File: config.mk
export PLATFORM = sky130hd
export DESIGN_NAME = rxm_top
export DESIGN_NICKNAME = d
export VERILOG_FILES = /design/src/design/rxm_pkg.sv /design/src/design/rxm_frm_if.sv /design/src/design/rxm_top.sv /design/src/design/rxm_phy_capture.sv /design/src/design/rxm_stat_build.sv
export VERILOG_INCLUDE_DIRS = /design/src /design/src/design
export SDC_FILE = /design/constraint.sdc
export NUM_CORES = 1
export LEC_CHECK = 0
export ABC_AREA = 1
export BUFFER_PORTS_ARGS = -buffer_cell sky130_fd_sc_hd__buf_2
export CORE_UTILIZATION = 47
export CTS_CLUSTER_DIAMETER = 30
export DETAILED_ROUTE_END_ITERATION = 6
export PLACE_DENSITY = 0.74
export SYNTH_ARGS = -nofsm -noshare
export SYNTH_HDL_FRONTEND = slang
export SYNTH_HIERARCHICAL = 1
export SYNTH_SLANG_ARGS = --single-unit
File: constraint.sdc
create_clock -name aclk -period 6.1 [get_ports aclk]
set_clock_uncertainty 0.05 [all_clocks]
set_input_delay 0.305 -clock aclk [delete_from_list [all_inputs] [get_ports aclk]]
set_output_delay 0.305 -clock aclk [all_outputs]
set_load 0.01 [all_outputs]
File: src/design/rxm_defines.svh
/*
 * Offsets, field positions, reset values and frame constants of the receive
 * MAC interface. Included by the top, capture and statistics files; holds definitions only.
 */
`ifndef RXM_DEFINES_SVH
`define RXM_DEFINES_SVH

// ----------------------------------------
// register map and fields
// ----------------------------------------
`define RXM_ADDR_CTRL 8'h00
`define RXM_ADDR_STATUS 8'h04
`define RXM_ADDR_IRQ_STAT 8'h08
`define RXM_ADDR_IRQ_EN 8'h0C
`define RXM_ADDR_IRQ_CLR 8'h10
`define RXM_ADDR_LAST_VEC 8'h14
`define RXM_CTRL_RESET 5'h01
`define RXM_CTRL_EN 0
`define RXM_CTRL_OPT_HI 2
`define RXM_CTRL_OPT_LO 1
`define RXM_CTRL_SLOW 3
`define RXM_CTRL_HALF 4
`define RXM_IRQ_FRAME_OK 0
`define RXM_IRQ_FRAME_BAD 1
`define RXM_IRQ_FIFO 2
`define RXM_IRQ_COL 3
`define RXM_RESP_OKAY 2'h0
`define RXM_RESP_SLVERR 2'h2

// ----------------------------------------
// statistics vector bits
// ----------------------------------------
`define RXM_SV_VLAN 16
`define RXM_SV_PAUSE 17
`define RXM_SV_CTRL 18
`define RXM_SV_UNSUP 19
`define RXM_SV_DRIBBLE 20
`define RXM_SV_BCAST 21
`define RXM_SV_MCAST 22
`define RXM_SV_OK 23
`define RXM_SV_LEN_ERR 24
`define RXM_SV_CRC_ERR 25
`define RXM_SV_IGNORED 26
`define RXM_SV_CARRIER 27
`define RXM_SV_UNUSED 28
`define RXM_SV_IPG 29
`define RXM_SV_SHORT 30
`define RXM_SV_LONG 31

// ----------------------------------------
// frame constants
// ----------------------------------------
`define RXM_SFD 8'hD5
`define RXM_IPG_MIN 12
`define RXM_MIN_FRAME 16'h0040
`define RXM_MAX_FRAME 16'h05EE
`define RXM_MAX_VLAN 16'h05F2
`define RXM_MAX_LEN 16'h05DC
`define RXM_HDR_FCS 16'h0012
`define RXM_TYPE_VLAN 16'h8100
`define RXM_TYPE_CTRL 16'h8808
`define RXM_OPC_PAUSE 16'h0001
`define RXM_PAUSE_DA 48'h0180C2000001
`define RXM_CRC_INIT 32'hFFFFFFFF
`define RXM_CRC_POLY 32'hEDB88320
`define RXM_CRC_RESIDUE 32'hDEBB20E3

`endif

File: src/design/rxm_pkg.sv
/*
 * Types of the receive MAC interface: option and state enumerations and the
 * state records of each module. Assumes nothing of its surroundings.
 */
package rxm_pkg;
	typedef enum logic [1:0] {opt_four_bit, opt_gig, opt_sgmii} rxm_opt_t;
	typedef enum logic [1:0] {st_idle, st_pre, st_data} rxm_fst_t;

	typedef struct packed {
		logic [7:0] d;
		logic dv;
		logic er;
		logic [7:0] byte_o;
		logic dv_o;
		logic er_o;
		logic half_o;
	} rxm_cap_st_t;

	typedef struct packed {
		logic [15:0] cnt;
		logic [31:0] crc;
		logic [47:0] da;
		logic [15:0] typ;
		logic [15:0] opc;
		logic [31:0] vec;
		logic vld;
	} rxm_sb_st_t;

	typedef struct packed {
		logic awready, wready, arready, bvalid, rvalid;
		logic aw_full, w_full;
		logic [7:0] aw_addr;
		logic [31:0] w_data;
		logic [3:0] w_strb;
		logic [1:0] bresp, rresp;
		logic [31:0] rdata;
		logic [4:0] ctrl;
		logic [3:0] irq_stat, irq_en;
		logic irq, phase;
		rxm_fst_t fst;
		logic [4:0] ipg_cnt;
		logic seen_frame, car_seen, col_seen, crs_seen;
		logic f_er, f_drop, f_half, f_car, f_ipg;
		logic wr;
		logic [7:0] dbout;
		logic eof, fifo_err, eof_pend;
		logic [31:0] vec;
		logic vec_en;
		logic start, beat, done;
		logic [7:0] bdata;
	} rxm_top_st_t;
endpackage

File: src/design/rxm_frm_if.sv
/*
 * Byte stream of one received frame towards the statistics builder and the
 * finished partial vector back. Both ends run on the same clock.
 */
`timescale 1ns/10ps
interface rxm_frm_if;
	logic start;
	logic beat;
	logic done;
	logic [7:0] data;
	logic [31:0] vec;
	logic vld;
	modport src (output start, beat, done, data, input vec, vld);
	modport dst (input start, beat, done, data, output vec, vld);
endinterface

File: src/design/rxm_top.sv
/*
 * Receive MAC application side: media inputs in, bytes and end of frame to
 * an external receive FIFO, a per-frame statistics vector with its strobe,
 * and an AXI4-Lite register slave with a level interrupt.
 * Assumes aclk is the PHY receive clock and the FIFO reports each frame end
 * that leaves it.
 */
// Local design decisions: the AXI4-Lite slave port and the register addresses.
`timescale 1ns/10ps
`include "rxm_defines.svh"

// How it works
// - four-bit option: error sampled on both edges, then pipelined.
// - byte-wide options take one unsplit error input.
// - byte-wide data counts only while data valid is high.
// - collision used only in half-duplex 10/100 of four-bit and serial options.
// - carrier sense means activity; used under the same conditions as collision.
// - write request asks the FIFO to take the presented byte.
// - each received byte is presented on the eight-bit data output.
// - vector bits 15 to 0 hold the frame byte count.
// - bits 16 to 19: VLAN, pause, control frame, unsupported opcode.
// - bits 20 to 23: dribble nibble, broadcast, multicast, received correctly.
// - bits 24 to 27: length error, CRC error, ignored, earlier carrier event.
// - bit 28 unused; 29 gap violation, 30 short frame, 31 long frame.
// - strobe marks the vector valid; the receiver samples only under it.
// - full during a write raises the FIFO error, blocks writes until frame end leaves.
// - end of frame is raised once all frame data has gone to the FIFO.
// - 10/100 runs at half the receive clock; gigabit at the full clock.
module rxm_top import rxm_pkg::*; #(
	parameter int IPG_MIN = `RXM_IPG_MIN
) (
	// clock and reset
	input wire logic aclk,
	input wire logic aresetn,
	// register bus
	input wire logic [7:0] s_axi_awaddr,
	input wire logic s_axi_awvalid,
	output logic s_axi_awready,
	input wire logic [31:0] s_axi_wdata,
	input wire logic [3:0] s_axi_wstrb,
	input wire logic s_axi_wvalid,
	output logic s_axi_wready,
	output logic [1:0] s_axi_bresp,
	output logic s_axi_bvalid,
	input wire logic s_axi_bready,
	input wire logic [7:0] s_axi_araddr,
	input wire logic s_axi_arvalid,
	output logic s_axi_arready,
	output logic [31:0] s_axi_rdata,
	output logic [1:0] s_axi_rresp,
	output logic s_axi_rvalid,
	input wire logic s_axi_rready,
	// media side
	input wire logic [7:0] rxd,
	input wire logic rxdv,
	input wire logic rxer,
	input wire logic [3:0] rxd_pos,
	input wire logic [3:0] rxd_neg,
	input wire logic rxdv_pos,
	input wire logic rxdv_neg,
	input wire logic rxer_pos,
	input wire logic rxer_neg,
	input wire logic col,
	input wire logic crs,
	// receive FIFO side
	input wire logic rx_fifo_full,
	input wire logic rx_fifo_eof_read,
	output logic rx_write,
	output logic [7:0] rx_dbout,
	output logic rx_eof,
	output logic rx_fifo_error,
	output logic [31:0] rx_stat_vector,
	output logic rx_stat_en,
	// interrupt
	output logic irq
);
	if (IPG_MIN < 1 || IPG_MIN > 31) begin : g_chk
		$error("IPG_MIN must lie in 1..31");
	end

	rxm_top_st_t q, d;
	rxm_frm_if frm ();
	rxm_opt_t opt;
	logic act, tick, sof, beat, full_hit;
	logic [7:0] cap_byte;
	logic cap_dv, cap_er, cap_half;
	logic [3:0] ev, clr;
	logic [31:0] m_ctrl, m_en;

	function automatic logic [31:0] merge(input logic [31:0] old, input logic [31:0] nw,
		input logic [3:0] strb);
		logic [31:0] r;
		r = old;
		for (int i = 0; i < 4; i++) begin
			if (strb[i])
				r[i*8 +: 8] = nw[i*8 +: 8];
		end
		return r;
	endfunction

	// ----------------------------------------
	// submodules
	// ----------------------------------------
	rxm_phy_capture u_cap (
		.aclk(aclk),
		.aresetn(aresetn),
		.four_bit(opt == opt_four_bit),
		.rxd(rxd),
		.rxdv(rxdv),
		.rxer(rxer),
		.rxd_pos(rxd_pos),
		.rxd_neg(rxd_neg),
		.rxdv_pos(rxdv_pos),
		.rxdv_neg(rxdv_neg),
		.rxer_pos(rxer_pos),
		.rxer_neg(rxer_neg),
		.byte_o(cap_byte),
		.dv_o(cap_dv),
		.er_o(cap_er),
		.half_o(cap_half)
	);

	rxm_stat_build u_stat (
		.aclk(aclk),
		.aresetn(aresetn),
		.frm(frm.dst)
	);

	assign frm.start = q.start;
	assign frm.beat = q.beat;
	assign frm.done = q.done;
	assign frm.data = q.bdata;

	// ----------------------------------------
	// frame qualifiers
	// ----------------------------------------
	assign opt = rxm_opt_t'(q.ctrl[`RXM_CTRL_OPT_HI:`RXM_CTRL_OPT_LO]);
	assign act = q.ctrl[`RXM_CTRL_HALF] && q.ctrl[`RXM_CTRL_SLOW] && opt != opt_gig;
	// half-rate tick stands in for the divided MAC clock, keeping one domain
	assign tick = !q.ctrl[`RXM_CTRL_SLOW] || q.phase;
	assign sof = tick && cap_dv && cap_byte == `RXM_SFD
		&& ((q.fst == st_idle && q.ctrl[`RXM_CTRL_EN]) || q.fst == st_pre);
	assign beat = tick && q.fst == st_data && cap_dv;
	assign full_hit = q.wr && rx_fifo_full;

	always_comb begin
		d = q;
		d.start = 1'b0;
		d.beat = 1'b0;
		d.done = 1'b0;
		d.wr = 1'b0;
		d.eof = 1'b0;
		d.vec_en = 1'b0;
		clr = 4'h0;
		ev = 4'h0;
		m_ctrl = merge({27'h0, q.ctrl}, q.w_data, q.w_strb);
		m_en = merge({28'h0, q.irq_en}, q.w_data, q.w_strb);

		// ----------------------------------------
		// register writes
		// ----------------------------------------
		if (s_axi_awvalid && q.awready) begin
			d.aw_full = 1'b1;
			d.aw_addr = s_axi_awaddr;
		end
		if (s_axi_wvalid && q.wready) begin
			d.w_full = 1'b1;
			d.w_data = s_axi_wdata;
			d.w_strb = s_axi_wstrb;
		end
		if (q.aw_full && q.w_full && !q.bvalid) begin
			d.aw_full = 1'b0;
			d.w_full = 1'b0;
			d.bvalid = 1'b1;
			d.bresp = `RXM_RESP_OKAY;
			case (q.aw_addr)
				`RXM_ADDR_CTRL: d.ctrl = m_ctrl[4:0];
				`RXM_ADDR_IRQ_EN: d.irq_en = m_en[3:0];
				`RXM_ADDR_IRQ_CLR: clr = q.w_strb[0] ? q.w_data[3:0] : 4'h0;
				`RXM_ADDR_STATUS, `RXM_ADDR_IRQ_STAT, `RXM_ADDR_LAST_VEC: ;
				default: d.bresp = `RXM_RESP_SLVERR;
			endcase
		end
		if (q.bvalid && s_axi_bready)
			d.bvalid = 1'b0;
		d.awready = !d.aw_full && !d.bvalid;
		d.wready = !d.w_full && !d.bvalid;

		// ----------------------------------------
		// register reads
		// ----------------------------------------
		if (s_axi_arvalid && q.arready) begin
			d.arready = 1'b0;
			d.rvalid = 1'b1;
			d.rresp = `RXM_RESP_OKAY;
			case (s_axi_araddr)
				`RXM_ADDR_CTRL: d.rdata = {27'h0, q.ctrl};
				`RXM_ADDR_STATUS: d.rdata = {28'h0, q.fst == st_data, q.fifo_err,
					q.col_seen, q.crs_seen};
				`RXM_ADDR_IRQ_STAT: d.rdata = {28'h0, q.irq_stat};
				`RXM_ADDR_IRQ_EN: d.rdata = {28'h0, q.irq_en};
				`RXM_ADDR_IRQ_CLR: d.rdata = 32'h0000_0000;
				`RXM_ADDR_LAST_VEC: d.rdata = q.vec;
				default: begin
					d.rdata = 32'h0000_0000;
					d.rresp = `RXM_RESP_SLVERR;
				end
			endcase
		end
		if (q.rvalid && s_axi_rready) begin
			d.rvalid = 1'b0;
			d.arready = 1'b1;
		end

		// ----------------------------------------
		// half-duplex sensing
		// ----------------------------------------
		d.phase = q.ctrl[`RXM_CTRL_SLOW] ? !q.phase : 1'b0;
		d.crs_seen = act && crs;
		d.col_seen = act && col;
		ev[`RXM_IRQ_COL] = act && col && !q.col_seen;
		if (act && crs && q.fst == st_idle && !cap_dv)
			d.car_seen = 1'b1;

		// ----------------------------------------
		// frame sequencing
		// ----------------------------------------
		if (tick && q.fst != st_data && !cap_dv && q.ipg_cnt != 5'h1F)
			d.ipg_cnt = q.ipg_cnt + 5'h01;
		if (sof) begin
			d.fst = st_data;
			d.start = 1'b1;
			d.f_er = 1'b0;
			d.f_drop = 1'b0;
			d.f_half = 1'b0;
			d.f_car = q.car_seen;
			d.car_seen = 1'b0;
			d.f_ipg = q.seen_frame && q.ipg_cnt < IPG_MIN[4:0];
		end else if (tick) begin
			unique case (q.fst)
				st_idle: begin
					if (cap_dv && q.ctrl[`RXM_CTRL_EN])
						d.fst = st_pre;
				end
				st_pre: begin
					if (!cap_dv)
						d.fst = st_idle;
				end
				st_data: begin
					if (cap_dv) begin
						d.beat = 1'b1;
						d.bdata = cap_byte;
						d.f_er = q.f_er || cap_er;
						d.f_half = q.f_half || cap_half;
					end else begin
						d.fst = st_idle;
						d.done = 1'b1;
						d.eof = 1'b1;
						d.seen_frame = 1'b1;
						d.ipg_cnt = 5'h00;
					end
				end
			endcase
		end

		// ----------------------------------------
		// FIFO writes and overflow
		// ----------------------------------------
		// a full seen on a request wins over the frame-end clear
		d.fifo_err = (q.fifo_err && !(rx_fifo_eof_read && q.eof_pend)) || full_hit;
		ev[`RXM_IRQ_FIFO] = full_hit && !q.fifo_err;
		d.wr = beat && !d.fifo_err;
		if (beat)
			d.dbout = cap_byte;
		if (full_hit || (beat && d.fifo_err))
			d.f_drop = 1'b1;
		if (!d.fifo_err)
			d.eof_pend = 1'b0;
		else if (d.eof)
			d.eof_pend = 1'b1;

		// ----------------------------------------
		// statistics vector
		// ----------------------------------------
		if (frm.vld) begin
			d.vec = frm.vec;
			d.vec[`RXM_SV_DRIBBLE] = q.f_half;
			d.vec[`RXM_SV_OK] = frm.vec[`RXM_SV_OK] && !q.f_er && !q.f_drop;
			d.vec[`RXM_SV_IGNORED] = q.f_drop;
			d.vec[`RXM_SV_CARRIER] = q.f_car;
			d.vec[`RXM_SV_UNUSED] = 1'b0;
			d.vec[`RXM_SV_IPG] = q.f_ipg;
			d.vec_en = 1'b1;
			ev[`RXM_IRQ_FRAME_OK] = d.vec[`RXM_SV_OK];
			ev[`RXM_IRQ_FRAME_BAD] = !d.vec[`RXM_SV_OK];
		end

		// ----------------------------------------
		// interrupt
		// ----------------------------------------
		d.irq_stat = (q.irq_stat & ~clr) | ev;
		d.irq = |(d.irq_stat & d.irq_en);
	end

	always_ff @(posedge aclk) begin
		if (!aresetn) begin
			q <= '0;
			q.ctrl <= `RXM_CTRL_RESET;
			q.awready <= 1'b1;
			q.wready <= 1'b1;
			q.arready <= 1'b1;
		end else begin
			q <= d;
		end
	end

	assign s_axi_awready = q.awready;
	assign s_axi_wready = q.wready;
	assign s_axi_bresp = q.bresp;
	assign s_axi_bvalid = q.bvalid;
	assign s_axi_arready = q.arready;
	assign s_axi_rdata = q.rdata;
	assign s_axi_rresp = q.rresp;
	assign s_axi_rvalid = q.rvalid;
	assign rx_write = q.wr;
	assign rx_dbout = q.dbout;
	assign rx_eof = q.eof;
	assign rx_fifo_error = q.fifo_err;
	assign rx_stat_vector = q.vec;
	assign rx_stat_en = q.vec_en;
	assign irq = q.irq;
endmodule

File: src/design/rxm_phy_capture.sv
/*
 * Input stage of the media side: four-bit split samples or the byte-wide
 * interface, pipelined into one byte, valid and error per cycle.
 * Assumes aclk is the receive MAC clock and the option stays still.
 */
`timescale 1ns/10ps
`include "rxm_defines.svh"
module rxm_phy_capture import rxm_pkg::*; (
	// clock and reset
	input wire logic aclk,
	input wire logic aresetn,
	// option
	input wire logic four_bit,
	// byte-wide media side
	input wire logic [7:0] rxd,
	input wire logic rxdv,
	input wire logic rxer,
	// four-bit media side
	input wire logic [3:0] rxd_pos,
	input wire logic [3:0] rxd_neg,
	input wire logic rxdv_pos,
	input wire logic rxdv_neg,
	input wire logic rxer_pos,
	input wire logic rxer_neg,
	// captured stream
	output logic [7:0] byte_o,
	output logic dv_o,
	output logic er_o,
	output logic half_o
);
	rxm_cap_st_t q, d;
	// falling-edge copy lives apart: it is the only state on the other edge
	logic [5:0] neg_q;

	always_ff @(negedge aclk) begin
		if (!aresetn) begin
			neg_q <= 6'h00;
		end else begin
			neg_q <= {rxd_neg, rxdv_neg, rxer_neg};
		end
	end

	always_comb begin
		d = q;
		if (four_bit) begin
			d.d = {4'h0, rxd_pos};
			d.dv = rxdv_pos;
			d.er = rxer_pos;
			d.byte_o = {q.d[3:0], neg_q[5:2]};
			d.dv_o = q.dv | neg_q[1];
			d.er_o = q.er | neg_q[0];
			d.half_o = q.dv ^ neg_q[1];
		end else begin
			d.d = rxd;
			d.dv = rxdv;
			d.er = rxer;
			d.byte_o = q.dv ? q.d : 8'h00;
			d.dv_o = q.dv;
			d.er_o = q.er;
			d.half_o = 1'b0;
		end
	end

	always_ff @(posedge aclk) begin
		if (!aresetn) begin
			q <= '0;
		end else begin
			q <= d;
		end
	end

	assign byte_o = q.byte_o;
	assign dv_o = q.dv_o;
	assign er_o = q.er_o;
	assign half_o = q.half_o;
endmodule

File: src/design/rxm_stat_build.sv
/*
 * Per-frame statistics: byte count, address class, type and opcode
 * decode, CRC and length checks. Fed byte by byte after the start delimiter.
 */
`timescale 1ns/10ps
`include "rxm_defines.svh"
module rxm_stat_build import rxm_pkg::*; (
	// clock and reset
	input wire logic aclk,
	input wire logic aresetn,
	// frame stream
	rxm_frm_if.dst frm
);
	rxm_sb_st_t q, d;
	logic [15:0] long_lim;
	logic is_ctrl;

	function automatic logic [31:0] crc_byte(input logic [31:0] c, input logic [7:0] b);
		logic [31:0] r;
		r = c;
		for (int i = 0; i < 8; i++) begin
			r = (r[0] ^ b[i]) ? ((r >> 1) ^ `RXM_CRC_POLY) : (r >> 1);
		end
		return r;
	endfunction

	always_comb begin
		d = q;
		d.vld = 1'b0;
		long_lim = (q.typ == `RXM_TYPE_VLAN) ? `RXM_MAX_VLAN : `RXM_MAX_FRAME;
		is_ctrl = q.typ == `RXM_TYPE_CTRL;
		if (frm.start) begin
			d.cnt = 16'h0000;
			d.crc = `RXM_CRC_INIT;
			d.da = 48'h0;
			d.typ = 16'h0000;
			d.opc = 16'h0000;
		end else if (frm.beat) begin
			d.cnt = q.cnt + 16'h0001;
			d.crc = crc_byte(q.crc, frm.data);
			if (q.cnt < 16'h0006)
				d.da = {q.da[39:0], frm.data};
			if (q.cnt == 16'h000C || q.cnt == 16'h000D)
				d.typ = {q.typ[7:0], frm.data};
			if (q.cnt == 16'h000E || q.cnt == 16'h000F)
				d.opc = {q.opc[7:0], frm.data};
		end
		if (frm.done) begin
			d.vld = 1'b1;
			d.vec = 32'h0000_0000;
			d.vec[15:0] = q.cnt;
			d.vec[`RXM_SV_VLAN] = q.typ == `RXM_TYPE_VLAN;
			d.vec[`RXM_SV_PAUSE] = is_ctrl && q.opc == `RXM_OPC_PAUSE
				&& q.da == `RXM_PAUSE_DA;
			d.vec[`RXM_SV_CTRL] = is_ctrl;
			d.vec[`RXM_SV_UNSUP] = is_ctrl && q.opc != `RXM_OPC_PAUSE;
			d.vec[`RXM_SV_BCAST] = &q.da;
			d.vec[`RXM_SV_MCAST] = q.da[40] && !(&q.da);
			d.vec[`RXM_SV_LEN_ERR] = q.typ <= `RXM_MAX_LEN
				&& q.cnt < q.typ + `RXM_HDR_FCS;
			d.vec[`RXM_SV_CRC_ERR] = q.crc != `RXM_CRC_RESIDUE;
			d.vec[`RXM_SV_SHORT] = q.cnt < `RXM_MIN_FRAME;
			d.vec[`RXM_SV_LONG] = q.cnt > long_lim;
			// clean here; the top also folds in media errors and drops
			d.vec[`RXM_SV_OK] = !(d.vec[`RXM_SV_LEN_ERR] || d.vec[`RXM_SV_CRC_ERR]
				|| d.vec[`RXM_SV_SHORT] || d.vec[`RXM_SV_LONG]);
		end
	end

	always_ff @(posedge aclk) begin
		if (!aresetn) begin
			q <= '0;
		end else begin
			q <= d;
		end
	end

	assign frm.vec = q.vec;
	assign frm.vld = q.vld;
endmodule

Word level (Yosys, flattened, before mapping):

Index checks and enable logic that the tools add are counted.

* add/sub/neg operators: 3
* $mul: 0
* div/mod/pow operators: 0
* $lt $le $gt $ge: 6
* equality and inequality tests: 32
* shift operators: 0
* multiplexer cells: 50
* bitwise logic cells: 28
* reduce and logical (&&, ||, !) cells: 95

Operators by type and width (count)
* two-way mux 32 bit: 8
* two-way mux 112 bit: 2
* case mux 32 bit (5 select lines): 1
* inverter 13 -> 14 bit: 8
* == test 16 x 4 -> 1 bit (second input constant): 4
* == test 48 x 41 -> 1 bit (second input constant): 1
* two-way mux 48 bit: 1
* AND reduction 48 bit: 1
* logical AND 1 bit: 40
* == test 16 bit (second input constant): 2
* == test 8 x 4 -> 1 bit (second input constant): 4
* == test 8 x 5 -> 1 bit (second input constant): 4
* two-way mux 16 bit: 2
* != test 32 bit (second input constant): 1
* two-way mux 4 bit: 6
* two-way mux 8 bit: 3
* two-way mux 17 bit: 1
* adder 16 x 1 -> 16 bit (second input constant): 1
* adder 16 x 5 -> 16 bit (second input constant): 1
* == test 16 x 1 -> 1 bit (second input constant): 1
* == test 8 x 3 -> 1 bit (second input constant): 2
* greater-than comparator 16 x 11 -> 1 bit: 1
* less-or-equal comparator 16 x 11 -> 1 bit (second input constant): 1
* logical NOT 1 bit: 16
* other kinds (35): 102

* register bits after elaboration: 326
* bits in latches: 0
* bits in writable memories: 0
* bits in read-only memories: 0
* input bits: 85
* output and inout port bits: 86
* memories: 0

Depth between registers and ports, before layout:

Gate-level depths: netlist of the first run.

* word-level depth: 18
* mapped depth: 18
* depth with buffers taken out: 17

Hierarchy:

Netlist of the first run, hierarchy kept.

Modules (own cells, without submodules)
* rxm_stat_build: instances 1, cells each 1156, area each 8419.3 µm²
* rxm_top: instances 1, cells each 796, area each 6050.8 µm²
* rxm_phy_capture: instances 1, cells each 119, area each 974.7 µm²

==> qor.csv, run 1 <==
metric,value,unit
wl_per_cell,13.95,um
area_growth,17.07,%
worstPathRequired,6.51,ns
grt_pass1_wl,58.69,mm
postCtsSetupBuffers,0,
rr_worst_depth,4,
worst_pin_slew,1.014,ns
nets,2234,
drive_above_1_share,15.39,%
dp_hpwl,23.87,mm
synthCells,2065,
antenna_found_initial,0,
rows,65,
cellPowerDensity,331.7,nW/um^2
rrSetupSlack,2.18,ns
overflow,0,
die_w,183.0,um
drt_iter0_drc,830,
cts_root_buf,clkbuf_16,
cts_tree,done,
hold_violations,0,
timing.rr.start,u_cap/neg_q[1],
outcome,"finished, final reports clean",
clock_latency,0.61,ns
cts_buffers,59,
ir_drop,223.9,uV
grt_max_degree,97,
viasPerCell,5.158,
grt_usage,21.15,%
final_antenna_net_count,0,
p_sw_share,22.60,%
nFillCells,2861,
whs_endpoint,u_stat/frm.vec[31],
place_congestion,0.9235,
cts.sinks,323,
firstDrtPassIters,6,
holdWs,0.05089,ns
design.die.area,33500,sq um
htree_levels,2,
clock_path_buffers,3,
rsz0062_at_grt,false,
core,31880,sq um
dieHeight,183.0,um
clk_pin_slew,0.05,ns
cp-start-kind,register,
p_sw,1352,uW
yosysWarnings,6,
cap_violations,0,
hold_class,in2reg,
wirelength,36.34,mm
drc,0,
relSlewSlack,31.96,%
power_frac_comb,3.7,%
cp.arrival,4.33,ns
initial_core_util,48.32,%
multiInputGateArea,6765,sq um
seqPwrFrac,36.5,%
r2r_end,u_cap/half_o,
end_kind,register,
grt_pass1_vias,12350,
slew_viol_final,0,
io_pins,171,
intPower,4629,uW
syn_area,15400,sq um
holdPathStages,3,
vias,13440,
n_antenna_cell,0,
syn_avg_cell_area,7.459,sq um
io_buffers,136,
pwr-share-clk,59.8,%
crit_fanout,1,
setup_tns,0,ns
worstSetupPathType,reg2reg,
leakagePower,0.007751,uW
seqCellArea,6466,sq um
finalSetupViolCount,0,
worstHoldStart,aresetn,
-- cells in the final DEF (no fill, tap or decap), drive strengths merged, types with 2 or more instances in the layout --
cell / n
bufinv: 12
dfxtp: 323
nand3: 95
conb: 4
clkinv: 17
or2: 4
o22ai: 3
a21oi: 236
a211oi: 3
xor2: 47
clkbuf: 67
nor3b: 2
nand4: 44
o221ai: 7
o211ai: 5
xnor2: 7
a31oi: 2
ha: 29
nor2: 174
nor3: 32
o21ai: 202
nor4: 22
o2111a: 2
nand3b: 2
buf: 144
nand2: 379
inv: 264
dlygate4sd3: 36
-- through the flow --
stage	power [uW]	util, %	worst slack [ns]	area (sq um)	instances
2_1_floorplan	2388	-	2.231	15410	2068
3_3_place_gp	2425	48.43	2.211	15440	2453
3_5_place_dp	2431	48.43	2.214	15440	2453
4_1_cts	6028	56.56	2.179	18030	2605
5_1_grt	6179	56.56	2.125	18030	2605
6_report	5981	56.56	2.178	18030	2605
-- worst max path at each step --
stage,startpoint,endpoint,slack (ns),depth (start not counted)
3_5_place_dp,u_cap/neg_q[1],u_cap/half_o,2.21,4
3_3_place_gp,u_cap/neg_q[1],u_cap/half_o,2.21,4
2_1_floorplan,aresetn,u_cap/neg_q[5],2.23,4
5_1_grt,u_cap/neg_q[1],u_cap/half_o,2.13,4
6_report,u_cap/neg_q[1],u_cap/half_o,2.18,4
4_1_cts,u_cap/neg_q[1],u_cap/half_o,2.18,4
-- sequential cells by signal (all words and copies together) (netlist names), 2 cells and up --
name / cells
frm.data: 8
opt: 2
q: 45
rx_dbout: 8
rx_stat_vector: 31
s_axi_rdata: 31
u_cap/byte_o: 8
u_cap/neg_q: 6
u_cap/q: 10
u_stat/frm.vec: 27
u_stat/q: 128
-- critical path, stage by stage, from the launching register on --
cell	delay, ns
dfxtp_1	0.30
inv_1	0.04
ha_1	0.26
inv_1	0.05
nor2_1	0.04
-- final cells by class --
cell class / instances / area share [%]
Clock buffer: 67 / 8.639
Clock inverter: 50 / 3.761
Inverter: 244 / 5.086
Multi-Input combinational cell: 1306 / 37.52
Sequential cell: 323 / 35.86
Tap cell: 435 / 3.018
Timing Repair Buffer: 180 / 6.120
-- power by group through the flow --
| stage | logic (uW) | registers, uW | clock network (uW) |
|---|---|---|---|
| after detailed placement | 201 | 2220 | 7.11 |
| after CTS | 222 | 2180 | 3630 |
| final | 223 | 2180 | 3580 |
| after floorplan | 162 | 2220 | 7.11 |
| after global placement | 196 | 2220 | 7.11 |
| after global routing | 249 | 2180 | 3750 |
-- repair_timing --
action                                 4_1_cts  5_1_grt
endpoints found under the hold margin       30        0
resized for setup                            0        0
hold buffers                                36        0
-- metal layers --
layer | track usage (%) | vias to the layer above | routed length (um)
li1 | - | 6750 | -
met1 | 27.28 | 6175 | 16190
met2 | 34.97 | 428 | 16840
met3 | 3.495 | 84 | 2258
met4 | 8.900 | 0 | 1059
met5 | 0 | - | 0
Note: power is estimated with default switching activity, not from simulation.
==> run 2: changes to the inputs <==
Settings changed: ABC_AREA 1 to 0, PLACE_DENSITY 0.74 to 0.77.
Clock period 6.1 ns to 3.4 ns, I/O delays scaled along.
==> run 2 against run 1 <==
Compared with the run above:
- largest cell class unchanged
- highest routed layer unchanged
- clock power up 56%
- critical endpoint is now u_stat/frm.vec[23]
- register-to-register slack worse by 1.7 ns
- largest power group unchanged
- cell count decreased by 17%
- sequential power up 78%
==> qor.csv, run 2 <==
metric,value,unit
outcome,"finished, final reports clean",
cp-start-kind,register,
cp.arrival,3.30,ns
path_buf_inv,2,
regMostFlops,u_stat/q,
power_frac_comb,3.2,%
overflow,0,
htree_levels,2,
drc,0,
grt_usage,21.64,%
finalSetupViolCount,0,
instances_no_fill,2165,
clock_latency,0.60,ns
relSlewSlack,16.77,%
n_antenna_cell,0,
hold_violations,0,
ir_drop,403.8,uV
clk_pin_slew,0.05,ns
worstSetupPathType,reg2reg,
final_cell_mix,"dfxtp_1 (322), nand2_1 (276), a21oi_1 (190)",
seqPwrFrac,39.6,%
rr_worst_depth,12,
syn_avg_cell_area,8.750,sq um
setup_tns,0,ns
grt_pass1_vias,11530,
period_share,84.72,%
wirelength_met1,15.14,mm
syn_area,14600,sq um
grt_max_degree,113,
routed.top_layer,met4,
drt_iter0_drc,999,
timing.rr.start,u_stat/q[50],
die_w,178.2,um
drive_above_1_share,16.28,%
cap_violations,0,
grt_pass1_wl,56.30,mm
met2_length,17.08,mm
dp_cells,2015,
p_sw,2153,uW
clock_path_buffers,3,
crit_start,u_stat/q[50],
viasPerCell,5.490,
firstDrtPassIters,5,
largest_reg_flops,128,
cts_buffers,52,
rows,64,
slew_viol_final,0,
final_antenna_net_count,0,
nFillCells,2545,
holdPathStages,4,
synthCells,1668,
wl_per_cell,16.09,um
io_buffers,136,
wirelength,34.84,mm
hold_class,in2reg,
cts_tree,done,
slowest_delay,0.50,ns
nets,1840,
design.die.area,31760,sq um
cellPowerDensity,572.5,nW/um^2
place_congestion,0.8940,
p_sw_share,22.01,%
cts_resized,0,
area_growth,17.07,%
initial_core_util,47.71,%
min_period,2.880,ns
worst_pin_slew,1.249,ns
cts_root_buf,clkbuf_16,
crit_fanout,7,
rsz0062_at_grt,false,
io_pins,171,
leakagePower,0.006560,uW
core,30590,sq um
antenna_found_initial,0,
vias,11890,
dp_hpwl,21.95,mm
yosysWarnings,6,
postCtsSetupBuffers,0,
worstPathCellList,nor4_1 -> nand4b_1 -> nor4bb_1 -> buf_4 -> inv_1 -> ha_1 -> a21oi_1 -> o21ai_0 -> nand4_1 -> and3_1 -> nand4b_1 -> o21ai_0,
end_kind,register,
top_regs,"u_stat/q x128, q x45",
holdWs,0.04719,ns
critical_path.slowest_cell,nor4bb_1,
cts.sinks,323,
pwr-share-clk,57.2,%
worstPathRequired,3.82,ns
crit_family,simple AND/OR/NAND/NOR gates,
wl_met3,1.667,mm
fmax,347.2,MHz
layout_commonest_cell,dfxtp_1,
intPower,7629,uW
dieHeight,178.2,um
worstHoldStart,s_axi_awvalid,
path_depth,12,
## run 2: layout make-up
| cell class | count | area (sq um) | share of cell area (%) |
|---|---|---|---|
| multi-input cells | 1121 | 6822 | 39.92 |
| well taps | 396 | 495.5 | 2.900 |
| inverters | 22 | 83.83 | 0.4906 |
| flip-flops and latches | 323 | 6467 | 37.85 |
| repair buffers | 200 | 1306 | 7.645 |
| clock buffers | 59 | 1421 | 8.319 |
| clock inverters | 44 | 490.5 | 2.871 |
## run 2: what timing repair did
item / in CTS / in global routing
hold buffers: 48 / 0
hold endpoints to repair: 35 / 0
endpoints found under the setup margin: 0 / 0
## run 2: final timing paths
kind,to,slack [ns]
setup / recovery,u_stat/frm.vec[23],0.52
hold / removal,q[163],0.05
setup reg to reg,u_stat/frm.vec[23],0.52
hold reg to reg,s_axi_rdata[13],0.40
## run 2: metrics by stage
| stage | total power, uW | area [sq um] | utilization, % | worst slack [ns] |
|---|---|---|---|---|
| finish | 9782 | 17090 | 55.86 | 0.5195 |
| global route | 10060 | 17090 | 55.86 | 0.2626 |
| CTS | 9817 | 17090 | 55.86 | 0.5545 |
| detailed placement | 4218 | 14700 | 48.05 | 0.6133 |
| global placement | 4208 | 14700 | 48.05 | 0.6548 |
| floorplan | 4144 | 14610 | - | 0.8095 |
## run 2: routing by layer
metal,vias up,global-route usage (%)
met5,-,0
met1,5704,26.87
met3,74,3.389
met2,364,37.53
met4,0,8.227
li1,5744,-
## run 2: worst reg2reg max path: stages, from the launching register on
cell and delay [ns]:
dfxtp_1 0.37, nor4_1 0.32, nand4b_1 0.22, nor4bb_1 0.51, buf_4 0.22, inv_1 0.04
ha_1 0.30, a21oi_1 0.14, o21ai_0 0.11, nand4_1 0.09, and3_1 0.18, nand4b_1 0.10
o21ai_0 0.15
## run 2: power groups by stage
stage	clock network (uW)	logic, uW	registers, uW
floorplan	12.8	194	3940
global placement	12.8	250	3950
detailed placement	12.8	258	3950
CTS	5650	303	3870
global route	5850	341	3870
finish	5600	313	3870
